<file path="config.mk">
export PLATFORM = sky130hd
export DESIGN_NAME = redriver_config_mode_loader
export DESIGN_NICKNAME = d
export VERILOG_FILES = /design/src/rtl/redriver_cfg_pkg.sv /design/src/rtl/redriver_config_mode_loader.sv /design/src/rtl/eeprom_fetch_primary.sv
export VERILOG_INCLUDE_DIRS = /design/src /design/src/rtl
export SDC_FILE = /design/constraint.sdc
export NUM_CORES = 1
export LEC_CHECK = 0
export BUFFER_PORTS_ARGS = -buffer_cell sky130_fd_sc_hd__buf_2
export CAP_MARGIN = 10
export CORE_MARGIN = 2
export CORE_UTILIZATION = 55
export CTS_CLUSTER_DIAMETER = 200
export DETAILED_ROUTE_END_ITERATION = 12
export PLACE_DENSITY_LB_ADDON = 0.25
export SLEW_MARGIN = 20
export SYNTH_ARGS = -nofsm -noshare
export SYNTH_HDL_FRONTEND = slang
export SYNTH_SLANG_ARGS = --single-unit
</file>
<file path="constraint.sdc">
create_clock -name CLK_SYS -period 4.3 [get_ports CLK_SYS]
set_clock_uncertainty 0.2 [all_clocks]
set_input_delay 0.43 -clock CLK_SYS [delete_from_list [all_inputs] [get_ports CLK_SYS]]
set_output_delay 0.43 -clock CLK_SYS [all_outputs]
set_load 0.005 [all_outputs]
</file>
<file path="src/rtl/redriver_cfg_params.svh">
// Contract
// - Each channel has its own configuration register, and a write to one never changes another.
// - In pin mode every channel setting comes straight from the sampled strap levels.
// - In EEPROM mode the block is bus primary and reads its configuration from a serial EEPROM.
// - After a successful EEPROM read the load-complete output is driven low.
// - In EEPROM mode the secondary register port stays usable before, during and after the read.
// - The EEPROM load ends within 7.5 ms of the read enable going low, flagged as complete or as failed.
// - The first secondary access is possible within 50 ms of power up and not before.
`ifndef REDRIVER_CFG_PARAMS_SVH
`define REDRIVER_CFG_PARAMS_SVH

`define CLK_FREQ_KHZ  25000
`define SCL_FREQ_KHZ  303
`define SCL_QTR_CYC   (`CLK_FREQ_KHZ / (`SCL_FREQ_KHZ * 4))
`define T_EEPROM_MS   7.5
`define T_POR_MS      50
`define EE_DEV_ADDR   7'h50
`define EE_WORD_ADDR  8'h00
`define NUM_CH        4
`define CFG_W         8
`define EQ_W          5
`define EQ_LSB        0
`define GAIN_W        3
`define GAIN_LSB      5
`define CFG_RST       8'ha0
`define ACK_BIT       4'h8

`endif

</file>
<file path="src/rtl/redriver_cfg_pkg.sv">
`default_nettype none
package redriver_cfg_pkg;
	typedef enum logic [1:0] {
		MODE_PIN       = 2'b00,
		MODE_EEPROM    = 2'b01,
		MODE_SECONDARY = 2'b10,
		MODE_SEC_ALT   = 2'b11
	} cfg_mode_t;

	typedef enum logic [1:0] {
		F_IDLE = 2'b00,
		F_RUN  = 2'b01,
		F_DONE = 2'b10,
		F_FAIL = 2'b11
	} fetch_state_t;

	typedef enum logic [2:0] {
		P_IDLE  = 3'b000,
		P_START = 3'b001,
		P_TX    = 3'b010,
		P_RX    = 3'b011,
		P_STOP  = 3'b100,
		P_WAIT  = 3'b101
	} prim_state_t;
endpackage : redriver_cfg_pkg
`default_nettype wire

</file>
<file path="src/rtl/redriver_config_mode_loader.sv">
`include "redriver_cfg_params.svh"
`default_nettype none
module redriver_config_mode_loader #(
	parameter int NUM_CH       = `NUM_CH,
	parameter int IW           = (NUM_CH > 1) ? $clog2(NUM_CH) : 1,
	parameter int T_EEPROM_CYC = $rtoi(`T_EEPROM_MS * `CLK_FREQ_KHZ),
	parameter int T_POR_CYC    = `T_POR_MS * `CLK_FREQ_KHZ
) (
	input  wire logic                    CLK_SYS,
	input  wire logic                    RESETN,
	input  wire logic                    CE,
	input  wire logic [1:0]              MODE_STRAP,
	input  wire logic [`EQ_W-1:0]        STRAP_EQ,
	input  wire logic [`GAIN_W-1:0]      STRAP_GAIN,
	input  wire logic                    READ_EN_N,
	input  wire logic                    SCL_I,
	output logic                         SCL_O,
	output logic                         SCL_OE,
	input  wire logic                    SDA_I,
	output logic                         SDA_O,
	output logic                         SDA_OE,
	input  wire logic                    SEC_WR_EN,
	input  wire logic [IW-1:0]           SEC_ADDR,
	input  wire logic [`CFG_W-1:0]       SEC_WDATA,
	output logic [`CFG_W-1:0]            SEC_RDATA,
	output logic                         SEC_READY,
	output logic [NUM_CH*`EQ_W-1:0]      CH_EQ,
	output logic [NUM_CH*`GAIN_W-1:0]    CH_GAIN,
	output logic                         CONFIG_LOAD_COMPLETE_N,
	output logic                         EEPROM_LOAD_FAIL
);
	localparam int PW = $clog2(T_POR_CYC + 1);
	localparam int TW = $clog2(T_EEPROM_CYC + 1);

	redriver_cfg_pkg::cfg_mode_t    mode_q;
	redriver_cfg_pkg::fetch_state_t fetch_q;
	logic                mode_valid_q;
	logic [PW-1:0]       por_cnt_q;
	logic                por_done_q;
	logic [TW-1:0]       tmo_q;
	logic                done_n_q;
	logic [`CFG_W-1:0]   cfg_q [NUM_CH];
	logic [`CFG_W-1:0]   rdata_q;
	logic [NUM_CH*`EQ_W-1:0]   eq_q;
	logic [NUM_CH*`GAIN_W-1:0] gain_q;
	logic                is_pin;
	logic                is_eeprom;
	logic                sec_mode;
	logic                sec_wr_ok;
	logic                fetch_start;
	logic                fetch_abort;
	logic                byte_valid;
	logic [IW-1:0]       byte_idx;
	logic [7:0]          byte_data;
	logic                prim_done;

	function automatic logic ch_hit(input logic [IW-1:0] idx, input int ch);
		ch_hit = (int'(idx) == ch);
	endfunction : ch_hit

	assign is_pin      = mode_valid_q && mode_q == redriver_cfg_pkg::MODE_PIN;
	assign is_eeprom   = mode_valid_q && mode_q == redriver_cfg_pkg::MODE_EEPROM;
	assign sec_mode    = mode_valid_q && !is_pin;
	assign SEC_READY   = por_done_q && sec_mode;
	assign sec_wr_ok   = SEC_WR_EN && SEC_READY && (int'(SEC_ADDR) < NUM_CH);
	assign fetch_start = fetch_q == redriver_cfg_pkg::F_IDLE && is_eeprom && !READ_EN_N;
	assign fetch_abort = fetch_q == redriver_cfg_pkg::F_RUN && !prim_done
	                     && tmo_q == TW'(T_EEPROM_CYC - 1);

	assign SCL_O                  = 1'b0;
	assign SDA_O                  = 1'b0;
	assign SEC_RDATA              = rdata_q;
	assign CH_EQ                  = eq_q;
	assign CH_GAIN                = gain_q;
	assign CONFIG_LOAD_COMPLETE_N = done_n_q;
	assign EEPROM_LOAD_FAIL       = fetch_q == redriver_cfg_pkg::F_FAIL;

	////////////////////////////////////////////////////////////////////////////
	// Mode strap is caught once, on the first enabled edge after reset
	always_ff @(posedge CLK_SYS) begin
		if (!RESETN) begin
			mode_valid_q <= 1'b0;
			mode_q       <= redriver_cfg_pkg::MODE_PIN;
		end else if (CE && !mode_valid_q) begin
			mode_valid_q <= 1'b1;
			mode_q       <= redriver_cfg_pkg::cfg_mode_t'(MODE_STRAP);
		end
	end

	// Secondary access stays closed until the power-on delay has run out
	always_ff @(posedge CLK_SYS) begin
		if (!RESETN) begin
			por_cnt_q  <= '0;
			por_done_q <= 1'b0;
		end else if (CE && !por_done_q) begin
			por_cnt_q  <= por_cnt_q + PW'(1);
			por_done_q <= por_cnt_q == PW'(T_POR_CYC - 1);
		end
	end

	////////////////////////////////////////////////////////////////////////////
	// EEPROM load control and its time limit
	always_ff @(posedge CLK_SYS) begin
		if (!RESETN) begin
			fetch_q <= redriver_cfg_pkg::F_IDLE;
			tmo_q   <= '0;
		end else if (CE) begin
			case (fetch_q)
				redriver_cfg_pkg::F_IDLE: begin
					tmo_q <= '0;
					if (fetch_start)
						fetch_q <= redriver_cfg_pkg::F_RUN;
				end
				redriver_cfg_pkg::F_RUN: begin
					tmo_q <= tmo_q + TW'(1);
					if (prim_done)
						fetch_q <= redriver_cfg_pkg::F_DONE;
					else if (fetch_abort)
						fetch_q <= redriver_cfg_pkg::F_FAIL;
				end
				default: fetch_q <= fetch_q;
			endcase
		end
	end

	always_ff @(posedge CLK_SYS) begin
		if (!RESETN)
			done_n_q <= 1'b1;
		else if (CE && fetch_q == redriver_cfg_pkg::F_RUN && prim_done)
			done_n_q <= 1'b0;
	end

	eeprom_fetch_primary #(
		.NUM_BYTES (NUM_CH),
		.IW        (IW)
	) u_primary (
		.clk        (CLK_SYS),
		.rst_n      (RESETN),
		.ce         (CE),
		.start      (fetch_start),
		.abort      (fetch_abort),
		.scl_i      (SCL_I),
		.sda_i      (SDA_I),
		.scl_oe     (SCL_OE),
		.sda_oe     (SDA_OE),
		.byte_valid (byte_valid),
		.byte_idx   (byte_idx),
		.byte_data  (byte_data),
		.done       (prim_done),
		.busy       ()
	);

	////////////////////////////////////////////////////////////////////////////
	// Per-channel registers; a secondary write beats an EEPROM byte in the same cycle
	always_ff @(posedge CLK_SYS) begin
		if (!RESETN) begin
			for (int i = 0; i < NUM_CH; i++)
				cfg_q[i] <= `CFG_RST;
		end else if (CE) begin
			for (int i = 0; i < NUM_CH; i++) begin
				if (sec_wr_ok && ch_hit(SEC_ADDR, i))
					cfg_q[i] <= SEC_WDATA;
				else if (byte_valid && fetch_q == redriver_cfg_pkg::F_RUN && ch_hit(byte_idx, i))
					cfg_q[i] <= byte_data;
			end
		end
	end

	always_ff @(posedge CLK_SYS) begin
		if (!RESETN)
			rdata_q <= '0;
		else if (CE)
			rdata_q <= (int'(SEC_ADDR) < NUM_CH) ? cfg_q[SEC_ADDR] : '0;
	end

	// Pin mode drives every channel from the straps, otherwise from the registers
	always_ff @(posedge CLK_SYS) begin
		if (!RESETN) begin
			for (int i = 0; i < NUM_CH; i++) begin
				eq_q[i*`EQ_W +: `EQ_W]       <= `EQ_W'(`CFG_RST >> `EQ_LSB);
				gain_q[i*`GAIN_W +: `GAIN_W] <= `GAIN_W'(`CFG_RST >> `GAIN_LSB);
			end
		end else if (CE) begin
			for (int i = 0; i < NUM_CH; i++) begin
				if (is_pin) begin
					eq_q[i*`EQ_W +: `EQ_W]       <= STRAP_EQ;
					gain_q[i*`GAIN_W +: `GAIN_W] <= STRAP_GAIN;
				end else begin
					eq_q[i*`EQ_W +: `EQ_W]       <= cfg_q[i][`EQ_LSB +: `EQ_W];
					gain_q[i*`GAIN_W +: `GAIN_W] <= cfg_q[i][`GAIN_LSB +: `GAIN_W];
				end
			end
		end
	end
endmodule : redriver_config_mode_loader
`default_nettype wire

</file>
<file path="src/rtl/eeprom_fetch_primary.sv">
`include "redriver_cfg_params.svh"
`default_nettype none
module eeprom_fetch_primary #(
	parameter int       NUM_BYTES = `NUM_CH,
	parameter logic [6:0] DEV_ADDR = `EE_DEV_ADDR,
	parameter int       QTR_CYC   = `SCL_QTR_CYC,
	parameter int       IW        = (NUM_BYTES > 1) ? $clog2(NUM_BYTES) : 1
) (
	input  wire logic          clk,
	input  wire logic          rst_n,
	input  wire logic          ce,
	input  wire logic          start,
	input  wire logic          abort,
	input  wire logic          scl_i,
	input  wire logic          sda_i,
	output logic               scl_oe,
	output logic               sda_oe,
	output logic               byte_valid,
	output logic [IW-1:0]      byte_idx,
	output logic [7:0]         byte_data,
	output logic               done,
	output logic               busy
);
	localparam int CW = $clog2(QTR_CYC + 1);

	redriver_cfg_pkg::prim_state_t state_q;
	logic [1:0]    phase_q;
	logic [CW-1:0] cnt_q;
	logic [3:0]    bit_q;
	logic [7:0]    shift_q;
	logic [1:0]    step_q;
	logic [IW-1:0] idx_q;
	logic          rep_q;
	logic          nack_q;
	logic          retry_q;
	logic          tick;
	logic          hold;
	logic          last;

	assign busy = (state_q != redriver_cfg_pkg::P_IDLE);
	assign last = (idx_q == IW'(NUM_BYTES - 1));
	assign tick = busy && !hold && (cnt_q == CW'(QTR_CYC - 1));

	// Clock stretching holds the bit timer; the backoff also waits for an idle bus
	always_comb begin
		if (state_q == redriver_cfg_pkg::P_WAIT)
			hold = !scl_i || !sda_i;
		else
			hold = !scl_oe && (phase_q == 2'h1 || phase_q == 2'h2) && !scl_i;
	end

	// Open-drain drive: an enable pulls the line low
	always_comb begin
		scl_oe = 1'b0;
		sda_oe = 1'b0;
		case (state_q)
			redriver_cfg_pkg::P_START: begin
				scl_oe = (phase_q == 2'h0 && rep_q) || phase_q == 2'h3;
				sda_oe = phase_q[1];
			end
			redriver_cfg_pkg::P_TX: begin
				scl_oe = phase_q == 2'h0 || phase_q == 2'h3;
				sda_oe = (bit_q != `ACK_BIT) && !shift_q[7];
			end
			redriver_cfg_pkg::P_RX: begin
				scl_oe = phase_q == 2'h0 || phase_q == 2'h3;
				sda_oe = (bit_q == `ACK_BIT) && !last;
			end
			redriver_cfg_pkg::P_STOP: begin
				scl_oe = phase_q == 2'h0;
				sda_oe = phase_q != 2'h3;
			end
			default: begin
				scl_oe = 1'b0;
				sda_oe = 1'b0;
			end
		endcase
	end

	always_ff @(posedge clk) begin
		if (!rst_n || !busy || tick)
			cnt_q <= '0;
		else if (ce && !hold)
			cnt_q <= cnt_q + CW'(1);
	end

	////////////////////////////////////////////////////////////////////////////
	// Transaction sequencer: write word address, repeated start, read bytes
	always_ff @(posedge clk) begin
		if (!rst_n) begin
			state_q    <= redriver_cfg_pkg::P_IDLE;
			phase_q    <= 2'h0;
			bit_q      <= 4'h0;
			shift_q    <= 8'h00;
			step_q     <= 2'h0;
			idx_q      <= '0;
			rep_q      <= 1'b0;
			nack_q     <= 1'b0;
			retry_q    <= 1'b0;
			byte_valid <= 1'b0;
			byte_idx   <= '0;
			byte_data  <= 8'h00;
			done       <= 1'b0;
		end else if (ce) begin
			byte_valid <= 1'b0;
			done       <= 1'b0;
			if (abort) begin
				state_q <= redriver_cfg_pkg::P_IDLE;
			end else if (state_q == redriver_cfg_pkg::P_IDLE) begin
				if (start) begin
					state_q <= redriver_cfg_pkg::P_START;
					phase_q <= 2'h0;
					rep_q   <= 1'b0;
					step_q  <= 2'h0;
					idx_q   <= '0;
				end
			end else if (tick) begin
				phase_q <= phase_q + 2'h1;
				case (state_q)
					redriver_cfg_pkg::P_START: begin
						if (phase_q == 2'h1 && !sda_i) begin
							state_q <= redriver_cfg_pkg::P_WAIT;
							phase_q <= 2'h0;
						end else if (phase_q == 2'h3) begin
							state_q <= redriver_cfg_pkg::P_TX;
							bit_q   <= 4'h0;
							shift_q <= {DEV_ADDR, step_q == 2'h2};
						end
					end
					redriver_cfg_pkg::P_TX: begin
						if (phase_q == 2'h2) begin
							nack_q <= (bit_q == `ACK_BIT) && sda_i;
							// Lost arbitration: another primary holds SDA low
							if (bit_q != `ACK_BIT && shift_q[7] && !sda_i) begin
								state_q <= redriver_cfg_pkg::P_WAIT;
								phase_q <= 2'h0;
							end
						end else if (phase_q == 2'h3) begin
							if (bit_q != `ACK_BIT) begin
								shift_q <= {shift_q[6:0], 1'b0};
								bit_q   <= bit_q + 4'h1;
							end else if (nack_q) begin
								state_q <= redriver_cfg_pkg::P_STOP;
								retry_q <= 1'b1;
							end else if (step_q == 2'h0) begin
								shift_q <= `EE_WORD_ADDR;
								bit_q   <= 4'h0;
								step_q  <= 2'h1;
							end else if (step_q == 2'h1) begin
								state_q <= redriver_cfg_pkg::P_START;
								rep_q   <= 1'b1;
								step_q  <= 2'h2;
							end else begin
								state_q <= redriver_cfg_pkg::P_RX;
								bit_q   <= 4'h0;
								step_q  <= 2'h3;
							end
						end
					end
					redriver_cfg_pkg::P_RX: begin
						if (phase_q == 2'h2 && bit_q != `ACK_BIT) begin
							shift_q <= {shift_q[6:0], sda_i};
						end else if (phase_q == 2'h3) begin
							if (bit_q != `ACK_BIT) begin
								bit_q <= bit_q + 4'h1;
							end else begin
								byte_valid <= 1'b1;
								byte_idx   <= idx_q;
								byte_data  <= shift_q;
								idx_q      <= idx_q + IW'(1);
								bit_q      <= 4'h0;
								if (last) begin
									state_q <= redriver_cfg_pkg::P_STOP;
									retry_q <= 1'b0;
								end
							end
						end
					end
					redriver_cfg_pkg::P_STOP: begin
						if (phase_q == 2'h3) begin
							state_q <= retry_q ? redriver_cfg_pkg::P_WAIT
							                   : redriver_cfg_pkg::P_IDLE;
							done    <= !retry_q;
						end
					end
					default: begin
						if (phase_q == 2'h3) begin
							state_q <= redriver_cfg_pkg::P_START;
							rep_q   <= 1'b0;
							step_q  <= 2'h0;
							idx_q   <= '0;
						end
					end
				endcase
			end
		end
	end
endmodule : eeprom_fetch_primary
`default_nettype wire

</file>
After elaboration in Yosys (flattened, before gate mapping):

Memory sizes are Yosys's and may differ from the RTL's. A register that Yosys moved wholly into a read port is not among the register bits.
Index checks and enable logic that the tools add are counted.

* add/subtract/negate cells: 6
* equal/unequal tests: 63
* mux-type cells: 158
* bitwise logic cells: 12
* reductions and logical operators: 86

Operator list (number)
* 2-to-1 mux 8 bit: 16
* 2-to-1 mux 1 bit: 69
* 2-to-1 mux 3 bit: 23
* 2-to-1 mux 2 bit: 23
* 2-to-1 mux 4 bit: 11
* one-hot mux 18 bit (2 select lines): 1
* logical AND 1 bit: 35
* AND reduction 13 bit: 2
* one-hot mux 8 bit (3 select lines): 1
* adder 21 x 1 -> 21 bit, second input constant: 1
* == test 21 bit, second input constant: 1
* 2-to-1 mux 5 bit: 4
* adder 18 x 1 -> 18 bit, second input constant: 1
* == test 18 bit, second input constant: 1
* == test 2 bit, second input constant: 9
* inequality test 3 x 2 -> 1 bit, second input constant: 6
* inequality test 2 x 1 -> 1 bit, second input constant: 8
* inequality test 2 bit, second input constant: 8
* one-hot mux 2 bit (2 select lines): 4
* AND reduction 8 bit: 2
* zero test 1 bit: 15
* AND reduction 14 bit: 1
* == test 2 x 1 -> 1 bit, second input constant: 6
* zero test 2 bit: 6
* 36 further kinds: 71

* register bits after elaboration: 119
* memory bits (writable): 32
* input port bits: 27
* output and inout bits: 47
* logic and storage cells: 349
* memories: 1

Memories
* cfg_q: depth 4, bits a word 8, rd ports 5, clocked after memory_dff 1, write ports 4, RTL line redriver_config_mode_loader.sv:42 `` logic [`CFG_W-1:0] cfg_q [NUM_CH]; ``

Depth between registers and ports, before layout:

Gate-level depths: netlist (run 1).

* depth after elaboration: 14
* mapped depth: 9
* mapped depth without buffers: 8

Modules after synthesis:

A second synthesis (run 1) with hierarchy kept.

* cells, all modules: 880
* area total of the unflattened synthesis: 7917.6 µm²

Modules (own cells, without submodules)
* redriver_config_mode_loader: times used 1, cells an instance 577, area an instance 5534.1 µm², sequential area each 2682.6 µm²
* eeprom_fetch_primary: times used 1, cells an instance 303, area an instance 2383.5 µm², sequential area each 820.8 µm²

Least setup slack after synthesis (run 1):

OpenSTA, ideal clock, no wires.

* path type: register to register
* start: register u_primary.phase_q[0]
* end: register u_primary.state_q[1]
* library setup time: 122 ps
* data arrival time: 2007 ps
* data required time: 3978 ps
* setup slack: 1971 ps
* cell stages (with the launch flop): 9
* path buffers: 0
* period minus slack after synthesis: 2329 ps
* path through: dfxtp_1 -> inv_1 -> ha_1 -> nand2b_1 -> a21o_1 -> a211oi_2 -> nor2_1 -> and4_1 -> a311o_1

* longest elaborated chain between the ends: 13
* elaborated cells between the ends (all ways): 35
* those cells by class: eq/ne: 11; mux: 8; reduce/logical: 16

RTL lines
* from (decl): RTL line eeprom_fetch_primary.sv:27 `logic [1:0] phase_q;`
* from (signal assigned): RTL line eeprom_fetch_primary.sv:118 `phase_q <= phase_q + 2'h1;`
* zero test 2 bit
* logical AND 1 bit: RTL line eeprom_fetch_primary.sv:58 `scl_oe = (phase_q == 2'h0 && rep_q) || phase_q == 2'h3;`
* logical OR 1 bit: RTL line eeprom_fetch_primary.sv:58
* one-hot mux 1 bit (3 select lines): RTL line eeprom_fetch_primary.sv:56 `case (state_q)`
* zero test 1 bit: RTL line eeprom_fetch_primary.sv:49 `hold = !scl_oe && (phase_q == 2'h1 || phase_q == 2'h2) && !scl_i;`
* logical AND 1 bit (2 in series): RTL line eeprom_fetch_primary.sv:49
* 2-to-1 mux 1 bit: RTL line eeprom_fetch_primary.sv:46 `if (state_q == redriver_cfg_pkg::P_WAIT)`
* zero test 1 bit: RTL line eeprom_fetch_primary.sv:42 `assign tick = busy && !hold && (cnt_q == CW'(QTR_CYC - 1));`
* logical AND 1 bit (2 in series): RTL line eeprom_fetch_primary.sv:42
* nonzero test 3 bit (no line)
* AND reduction 14 bit (no line)
* to (signal assigned): RTL line eeprom_fetch_primary.sv:91 `state_q <= redriver_cfg_pkg::P_IDLE;`
* to (signal assigned): RTL line eeprom_fetch_primary.sv:108 `state_q <= redriver_cfg_pkg::P_IDLE;`
* to (signal assigned): RTL line eeprom_fetch_primary.sv:111 `state_q <= redriver_cfg_pkg::P_START;`
* to (decl): RTL line eeprom_fetch_primary.sv:26 `redriver_cfg_pkg::prim_state_t state_q;`

Several ways; a longest one is shown, not always the timed one. The select of a mux whose other input is x is not followed.
A chain may end at the register's enable or synchronous reset.

Final worst setup path (run 1):

* start: register u_primary.state_q[1]
* end: register u_primary.shift_q[5]

* longest elaborated chain between the ends: 11
* elaborated cells between the ends (all ways): 27
* those cells by class: eq/ne: 12; mux: 3; bitwise: 1; reduce/logical: 11

RTL lines
* == test 3 x 2 -> 1 bit: RTL line eeprom_fetch_primary.sv:56, eeprom_fetch_primary.sv:119
* OR reduction 2 bit (no line)
* one-hot mux 1 bit (3 select lines): RTL line eeprom_fetch_primary.sv:56
* zero test 1 bit: RTL line eeprom_fetch_primary.sv:49
* logical AND 1 bit (2 in series): RTL line eeprom_fetch_primary.sv:49
* 2-to-1 mux 1 bit: RTL line eeprom_fetch_primary.sv:46
* zero test 1 bit: RTL line eeprom_fetch_primary.sv:42
* logical AND 1 bit (2 in series): RTL line eeprom_fetch_primary.sv:42
* AND reduction 12 bit (no line)
* to (signal assigned): RTL line eeprom_fetch_primary.sv:127 `shift_q <= {DEV_ADDR, step_q == 2'h2};`
* to (signal assigned): RTL line eeprom_fetch_primary.sv:140 `shift_q <= {shift_q[6:0], 1'b0};`
* to (signal assigned): RTL line eeprom_fetch_primary.sv:146 `` shift_q <= `EE_WORD_ADDR; ``
* to (decl): RTL line eeprom_fetch_primary.sv:30 `logic [7:0] shift_q;`

Several ways; a longest one is shown, not always the timed one.

==> reports/metrics.cfg, run 1 <==
[status]
status = completed

[yosys]
synthArstFlopShare_pct = 0
yosys_register_bits = 159
synth_cell_type_count = 70
synth_ff_type = dfxtp_1
synth_largest_area_cell = dfxtp_1
synth-edff-count = 32
yosysWarnings = 0
synth-seq-area-share_pct = 45.2
syn_inst = 850
synth_top_cell_area_share_pct = 32.8
netlist_area_mm2 = 0.00774
ys_top_cells_by_area = dfxtp_1, edfxtp_1, a21oi_1, nor2_1, mux2i_1
avgSynthCellArea_um2 = 9.11

[placed_design]
detailedPlacementHpwl_um = 12100
io_buffers = 71
place_congestion = 0.884

[detailed_routing]
viasPerCell = 5.92
post_drt_wl_per_cell_um = 15.9
ant_nets = 0
first_pass_iters = 6
route.detailed.drc = 0
wl_um = 17300
drt_iter0_drc = 590
dr_total_vias = 6444

[cells_and_area]
multi_input_area_mm2 = 0.00397
diodes = 0
fillers = 1175
area_growth_syn_to_layout_pct = 12.5
seq_area_mm2 = 0.00350
fin_nets = 933
final_core_utilization_pct = 63.0
drive_above_1_share_pct = 14.6

[global_routing]
grt_pass1_vias = 5697
grt.overflow.total = 0
grt_max_degree = 67
grt_use_total_pct = 23.5
antenna_found_initial = 0
grt_pass1_wl_um = 28000

[critical_path]
ff2ff_setup_slack_ns = 1.43
cp.required_ns = 4.36
path_max_fanout = 20
cp-start-kind = flop
cp-end-kind = flop
setup.worst_path.class = reg2reg
cp.arrival_ns = 2.93

[floorplanning]
io_pins = 74
coreArea_mm2 = 0.0138
die_y_um = 123
rows = 43
die_area_mm2 = 0.0150
fp.dieW_um = 123
start_util_pct = 56.0

[power]
leakagePower_nw = 3.13
ir_drop_mv = 0.273
finalPower_w = 0.00323
power.density_mw_per_mm2 = 371

[clock_tree]
insertion_delay_ns = 0.42
cts_hold_buf = 0
cts_tree = yes
postCtsSetupRepairBufs = 0
clk_pin_slew_ns = 0.06
cts_resized = 0
clock_sinks = 159
cts_buffers = 17
cts-root-buf = clkbuf_16
cts_max_path_buffers = 2
htree_levels = 4

[sta]
max_freq_mhz = 349
fin_crit_sh_pct = 66.7
rsz0062_at_grt = false
setup_tns_ns = 0
tightest_slew_ns = 1.03
slew_viol_final = 0
period_minus_slack_ns = 2.87
setup_violations = 0
holdWs_ns = 0.0707
hold_viol = 0
relSlewSlack_pct = 30.2

[job]
drv_cap = 0

[worst_hold_path]
hold_path_class = in2reg

==> per-stage QoR <==
step	std cells	worst slack [ns]	area, um2
floorplan	851	1.97	7750
global placement	1057	1.53	8150
detailed placement	1057	1.45	8150
CTS	1088	1.44	8710
global route	1088	1.13	8710
finish	1088	1.43	8710
==> worst max-delay path: stages (launching register included) <==
cell and delay (ns):
dfxtp_1 0.72, nor2_1 0.19, nor4_2 0.43, nor3_1 0.19, nor3_2 0.40, and2_1 0.43
a311oi_1 0.15
==> sequential cells by signal, indices dropped and copies added, names as in the netlist, 3 cells and up <==
| signal | count |
|---|---|
| u_primary.bit_q | 4 |
| u_primary.state_q | 3 |
| cfg_q | 32 |
| por_cnt_q | 21 |
| u_primary.cnt_q | 5 |
| CH_GAIN | 12 |
| u_primary.shift_q | 8 |
| CH_EQ | 20 |
| u_primary.byte_data | 8 |
| SEC_RDATA | 8 |
| tmo_q | 18 |
==> placed cells by master, fill, tap and decap left out, drive strengths merged, types with 12 or more instances in the layout <==
| cell | count |
|---|---|
| and2 | 14 |
| a211oi | 14 |
| xnor2 | 12 |
| a22o | 24 |
| clkbuf | 22 |
| inv | 15 |
| nor3 | 22 |
| mux2i | 30 |
| a21oi | 84 |
| edfxtp | 32 |
| dfxtp | 127 |
| nor2 | 92 |
| xor2 | 18 |
| nor4 | 12 |
| nand2 | 70 |
| o21ai | 53 |
| nand3 | 37 |
| buf | 77 |
==> routing by layer <==
layer | vias up | part of all wire (%) | wire length, um | GRT usage [%]
met5 | - | 0 | 0 | 0
met4 | 0 | 1.4 | 246 | 8.33
met3 | 21 | 5.1 | 891 | 4.55
met2 | 205 | 45 | 7850 | 36.1
met1 | 3016 | 48 | 8350 | 33.2
li1 | 3202 | - | - | -
==> synthesized netlist by cell type (5+ instances only) <==
cell / instances
a21oi_1: 84
buf_2: 5
xor2_1: 18
ha_1: 10
a22o_1: 24
a211oi_1: 13
mux2i_1: 30
nand3_1: 37
o21a_1: 6
clkbuf_1: 36
and2_1: 14
nand2b_1: 8
o22a_1: 7
edfxtp_1: 32
o21ai_0: 52
mux4_2: 8
inv_1: 14
nand2_1: 70
nor2b_1: 5
and3_1: 7
nor2_1: 92
a31oi_1: 8
dfxtp_1: 127
xnor2_1: 12
nor3_1: 19
or3_1: 8
nor4_1: 7
nand4_1: 10
buf_1: 5
nor3b_1: 7
==> path summary, 6_finish.rpt <==
path,from,to,depth (start not counted)
max,u_primary.state_q[1]$_SDFFE_PN0P_,u_primary.shift_q[5]$_SDFFE_PN0P_,6
min,MODE_STRAP[1],mode_q[1]$_SDFFE_PN0P_,3
max reg2reg,u_primary.state_q[1]$_SDFFE_PN0P_,u_primary.shift_q[5]$_SDFFE_PN0P_,6
min reg2reg,CONFIG_LOAD_COMPLETE_N$_SDFFE_PN1P_,CONFIG_LOAD_COMPLETE_N$_SDFFE_PN1P_,2
==> power breakdown <==
group	leakage, nW	internal (W)	switching, W	total (W)
registers	1.34	0.00157	0.0000291	0.00160
clock network	0.275	0.000848	0.000578	0.00143
logic	1.51	0.0000808	0.000128	0.000209
total	3.13	0.00250	0.000735	0.00323
==> area by class of cell <==
cell class              instances  share of cell area [%]
clock buffers                  22                    5.50
well taps                     180                    2.58
clock inverters                 9                   0.962
flip-flops and latches        159                    40.2
multi-input cells             627                    45.5
repair buffers                 77                    4.60
inverters                      14                   0.603
==> cell families (layout without fill, tap and decap cells) <==
kind of cell / Yosys count / count (layout) / synth area share, %
buf+inv: 65 / 122 / 3.57
other cells: 1 / 2 / 0.0484
fa+ha+maj: 10 / 10 / 1.62
simple gates: 319 / 319 / 21.3
compound gates: 228 / 228 / 18.6
flops: 159 / 159 / 45.2
mux: 38 / 38 / 6.20
xor+xnor: 30 / 30 / 3.39
Power figures use the tool's default switching activity.
==> run 2, diff against run 1 <==
- ABC_AREA: unset -> 1
- clock period: 4.3 -> 2.85 ns (I/O delays scaled with it)
==> run 2 against run 1 <==
Net effect:
- flip-flop and latch count stayed put
- routed wire length rose by 12%
- worst setup slack got worse by 1.1 ns
- sequential share of layout area fell by 1.7 points
- non-clock buffer count rose by 9
- power grew 63%
- final cell count increased by 25%
- clock-buffer cell count decreased by 1
- die area grew 3.5%
- sequential power rose by 52%
- largest cell class unchanged
- largest power group unchanged
- highest routed layer unchanged
==> reports/metrics.cfg, run 2 <==
[status]
status = completed

[yosys]
synth_top_cell_area_share_pct = 31.7
synthArstFlopShare_pct = 0
syn_inst = 1091
netlist_area_mm2 = 0.00802
synth_cell_type_count = 50
synth_commonest_cells = nand2_1, inv_1, dfxtp_1
synth_largest_area_cell = dfxtp_1
yosys_register_bits = 159
yosysMostFrequentCell = nand2_1
synth-edff-count = 32
synth_ff_type = dfxtp_1
synth-seq-area-share_pct = 43.7
avgSynthCellArea_um2 = 7.35
ys_top_cells_by_area = dfxtp_1, edfxtp_1, nand2_1, o21ai_0, a21oi_1
yosysWarnings = 0

[clock_tree]
htree_levels = 4
cts_resized = 0
cts_max_path_buffers = 2
postCtsSetupRepairBufs = 0
insertion_delay_ns = 0.43
cts-root-buf = clkbuf_16
cts_buffers = 17
cts_tree = yes
clk_pin_slew_ns = 0.06
clock_sinks = 159

[global_routing]
grt_pass1_wl_um = 32600
grt_use_total_pct = 25.3
grt_pass1_vias = 6823
grt_max_degree = 68
antenna_found_initial = 0
grt.overflow.total = 0

[cells_and_area]
area_growth_syn_to_layout_pct = 13.4
drive_above_1_share_pct = 13.1
top_register = cfg_q
largest_register_ffs = 32
final_common_cell = nand2_1
final_cell_mix = nand2_1, inv_1, dfxtp_1, nor2_1, o21ai_0
final_core_utilization_pct = 63.3
fin_nets = 1197
diodes = 0

[critical_path]
cp.arrival_ns = 2.04
cp-start-kind = flop
setup.worst_path.class = reg2out
path_max_fanout = 8
cp-end-kind = output pin
cp.required_ns = 2.37

[floorplanning]
die_y_um = 125
rows = 44
io_pins = 74
fp.dieW_um = 125
die_area_mm2 = 0.0156
coreArea_mm2 = 0.0144
start_util_pct = 55.8

[detailed_routing]
wl_um = 19400
drt_iter0_drc = 664
dr_total_vias = 7472
viasPerCell = 5.51
post_drt_wl_per_cell_um = 14.3
route.detailed.drc = 0
ant_nets = 0
first_pass_iters = 6

[sta]
relSlewSlack_pct = 57.9
period_minus_slack_ns = 2.52
rsz0062_at_grt = false
fin_crit_sh_pct = 88.5
holdWs_ns = 0.0356
tightest_slew_ns = 0.629
hold_viol = 0
max_freq_mhz = 396
setup_tns_ns = 0
slew_viol_final = 0
setup_violations = 0

[placed_design]
detailedPlacementHpwl_um = 14100
place_congestion = 0.959
io_buffers = 71

[power]
power.density_mw_per_mm2 = 580
leakagePower_nw = 3.67
ir_drop_mv = 0.409

[job]
drv_cap = 0

[worst_hold_path]
hold_path_class = in2reg

==> run 2: timing repair <==
action                                  in CTS  in global routing
endpoints found under the hold margin        2                  0
hold buffers                                 2                  0
endpoints found under the setup margin       0                  0
==> run 2: area by class of cell <==
cell class,count,area [um2]
Fill cell,1308,5270
Multi-Input combinational cell,757,3820
Inverter,139,522
Clock buffer,21,464
Clock inverter,11,81.3
Sequential cell,159,3500
Timing Repair Buffer,86,473
Tap cell,184,230
==> run 2: cell families after synthesis <==
family,after synthesis,synth area share (%)
simple gates,471,26.9
compound gates,264,18.0
xor+xnor,10,1.09
buf+inv,176,8.72
flops,159,43.7
other cells,1,0.0467
fa+ha+maj,10,1.56
==> run 2: worst paths after layout <==
check | startpoint | endpoint | slack (ns) | cells past startpoint
max | u_primary.bit_q[0]$_SDFFE_PN0P_ | SDA_OE | 0.33 | 8
min | STRAP_EQ[0] | CH_EQ[5]$_SDFFE_PN0P_ | 0.04 | 5
max reg2reg | u_primary.phase_q[1]$_SDFFE_PN0P_ | u_primary.byte_data[0]$_SDFFE_PN0P_ | 0.41 | 10
min reg2reg | por_cnt_q[7]$_SDFFE_PN0P_ | por_cnt_q[7]$_SDFFE_PN0P_ | 0.26 | 2
==> run 2: critical path: stages, from the launching register on <==
cell and delay (ns):
dfxtp_1 0.37, inv_1 0.07, ha_1 0.21, nand3_1 0.25
inv_1 0.17, nor2_1 0.17, a22oi_1 0.09, o211ai_1 0.12
buf_2 0.16
==> run 2: per-layer routing <==
metal | wire (um) | track usage, % | up-vias
met2 | 9010 | 41.1 | 231
met4 | 294 | 9.19 | 0
met5 | 0 | 0 | -
met1 | 9080 | 34.0 | 3413
met3 | 974 | 4.21 | 24
li1 | - | - | 3804
==> run 2: power by group <==
| part | total [W] | leakage (nW) | switching, W | internal (W) |
|---|---|---|---|---|
| clock | 0.00210 | 0.261 | 0.000922 | 0.00117 |
| combinational | 0.000752 | 2.08 | 0.000522 | 0.000230 |
| sequential | 0.00243 | 1.34 | 0.0000576 | 0.00237 |
| total | 0.00528 | 3.67 | 0.00150 | 0.00377 |
==> run 2: stage by stage <==
stage          total power [W]  instance area (um2)  worst slack [ns]  instances
3_3_place_gp           0.00320                 8530             0.517       1323
5_1_grt                0.00553                 9100            0.0930       1357
4_1_cts                0.00530                 9100             0.298       1357
6_report               0.00528                 9100             0.327       1357
3_5_place_dp           0.00321                 8530             0.395       1323
2_1_floorplan          0.00300                 8030             0.731       1092
==> run 3, diff against run 2 <==
- ABC_AREA: 1 -> unset
- ABC_CLOCK_PERIOD_IN_PS: unset -> 2850
==> run 3 against run 2 <==
Net effect:
- final cell count shrank 18%
- routed wire length down 8.4%
- die area decreased by 3.3%
- clock-buffer cell count increased by 3
- clock power barely moved
- combinational power is 56% lower
- core utilization increased by 1.2 points
- critical path type is now reg2reg
==> reports/metrics.cfg, run 3 (synthesis results as in run 1) <==
[status]
status = completed

[cells_and_area]
area_growth_syn_to_layout_pct = 15.2
diodes = 0
finalNonFillerCells = 1116
final_cell_mix = dfxtp_1, nor2_1, a21oi_1, buf_2, nand2_1
drive_above_1_share_pct = 16.6
fin_nets = 960
largest_register_ffs = 32
final_common_cell = dfxtp_1
fillers = 1118
top_register = cfg_q

[global_routing]
antenna_found_initial = 0
grt_pass1_vias = 5740
grt_pass1_wl_um = 28600
grt_max_degree = 69
grt.overflow.total = 0
grt_use_total_pct = 24.0

[critical_path]
path_max_fanout = 8
path_common_cell = nor3_2
cp.arrival_ns = 2.80
setup.worst_path.class = reg2reg
cp-end-kind = flop
cp.required_ns = 3.01
path_cells = ha_1 -> nor3_1 -> nor4_2 -> nor3_2 -> nor3_2 -> and2_1 -> mux2i_1
cp_slowest_stage_delay_ns = 0.44
cp_slowest_cell = and2_1
cp-start-kind = flop

[sta]
relSlewSlack_pct = 36.0
tightest_slew_ns = 0.958
fin_crit_sh_pct = 92.7
rsz0062_at_grt = false
setup_violations = 0
max_freq_mhz = 378
setup_tns_ns = 0
holdWs_ns = 0.0106
period_minus_slack_ns = 2.64
slew_viol_final = 0
hold_viol = 0

[job]
drv_cap = 0

[clock_tree]
clk_pin_slew_ns = 0.06
insertion_delay_ns = 0.43
htree_levels = 4
cts_max_path_buffers = 2
postCtsSetupRepairBufs = 0
cts_tree = yes
clock_sinks = 159
cts-root-buf = clkbuf_16
cts_buffers = 17

[detailed_routing]
drt_iter0_drc = 532
route.detailed.drc = 0
dr_total_vias = 6568
post_drt_wl_per_cell_um = 15.9
viasPerCell = 5.89
ant_nets = 0
wl_um = 17700
first_pass_iters = 5

[power]
ir_drop_mv = 0.393
p_clk_share_pct = 43.4
finalPower_w = 0.00484
p_int_w = 0.00371
p_comb_share_pct = 6.8
switching_power_w = 0.00114
pwr-share-seq_pct = 49.7
leakagePower_nw = 3.26
power.density_mw_per_mm2 = 543
switching_share_pct = 23.5

[placed_design]
dp_cells = 1078
place_congestion = 0.919
io_buffers = 71
detailedPlacementHpwl_um = 12200

[floorplanning]
die_y_um = 123
rows = 43
fp.dieW_um = 123
die_area_mm2 = 0.0150
start_util_pct = 56.0
coreArea_mm2 = 0.0138
io_pins = 74

[worst_hold_path]
hold_path_class = in2reg

## run 3: cell types whose count changed in the layout (fill, tap and decap cells not counted), sizes merged, moves of 23 or more
cell | previous run | this run
nand2 | 217 | 70
inv | 142 | 15
o21ai | 110 | 53
nand3 | 71 | 37
nor2 | 124 | 92
mux2i | 0 | 30
a22o | 0 | 24
a21oi | 107 | 84
## run 3: cell type report
class	instances	area (um2)	share of cell area, %
Clock buffer	24	492	5.51
Multi-Input combinational cell	627	3970	44.5
Clock inverter	8	56.3	0.631
Sequential cell	159	3500	39.3
Timing Repair Buffer	104	618	6.93
Inverter	14	52.6	0.589
Tap cell	180	225	2.52
## run 3: repair_timing
| action | CTS | global route |
|---|---|---|
| endpoints found under the hold margin | 7 | 0 |
| endpoints found under the setup margin | 0 | 2 |
| hold buffers | 6 | 0 |
| resized for setup | 0 | 1 |
## run 3: through the flow
step                worst slack (ns)  instance area, um2  util [%]
finish                         0.208                8920      64.5
global route                  0.0101                8920      64.5
floorplan                      0.521                7750         -
CTS                            0.219                8920      64.5
detailed placement             0.229                8310      60.1
global placement               0.298                8310      60.1
## run 3: critical path: cells and delay by family (launching register included)
kind | cells | cell delay [ns]
fa+ha+maj | 1 | 0.36
simple gates | 5 | 1.38
flops | 1 | 0.40
mux | 1 | 0.23
## run 3: power by group through the flow
stage                     clock [W]  sequential [W]  combinational (W)
after global routing        0.00224         0.00242           0.000365
after detailed placement          0         0.00246           0.000318
after floorplan                   0         0.00245           0.000197
after global placement            0         0.00245           0.000315
after CTS                   0.00213         0.00241           0.000329
final                       0.00210         0.00241           0.000330
## run 3: worst paths after layout
| check | start | to | slack (ns) | cells past startpoint |
|---|---|---|---|---|
| worst max register to register | u_primary.phase_q[1]$_SDFFE_PN0P_ | u_primary.shift_q[1]$_SDFFE_PN0P_ | 0.21 | 7 |
| worst min-delay path | SEC_WDATA[1] | cfg_q[0][1]$_SDFFCE_PN0P_ | 0.01 | 2 |
| worst max-delay path | u_primary.phase_q[1]$_SDFFE_PN0P_ | u_primary.shift_q[1]$_SDFFE_PN0P_ | 0.21 | 7 |
| worst min register to register | CONFIG_LOAD_COMPLETE_N$_SDFFE_PN1P_ | CONFIG_LOAD_COMPLETE_N$_SDFFE_PN1P_ | 0.24 | 2 |
## run 3: metal layers
layer  track usage [%]  up-vias  part of all wire, %  wire length (um)
li1                  -     3256                    -                 -
met1              34.0     3068                   48              8490
met2              36.7      215                   45              8060
met3              5.02       29                  5.1               904
met4              7.40        0                  1.6               284
met5                 0        -                    0                 0
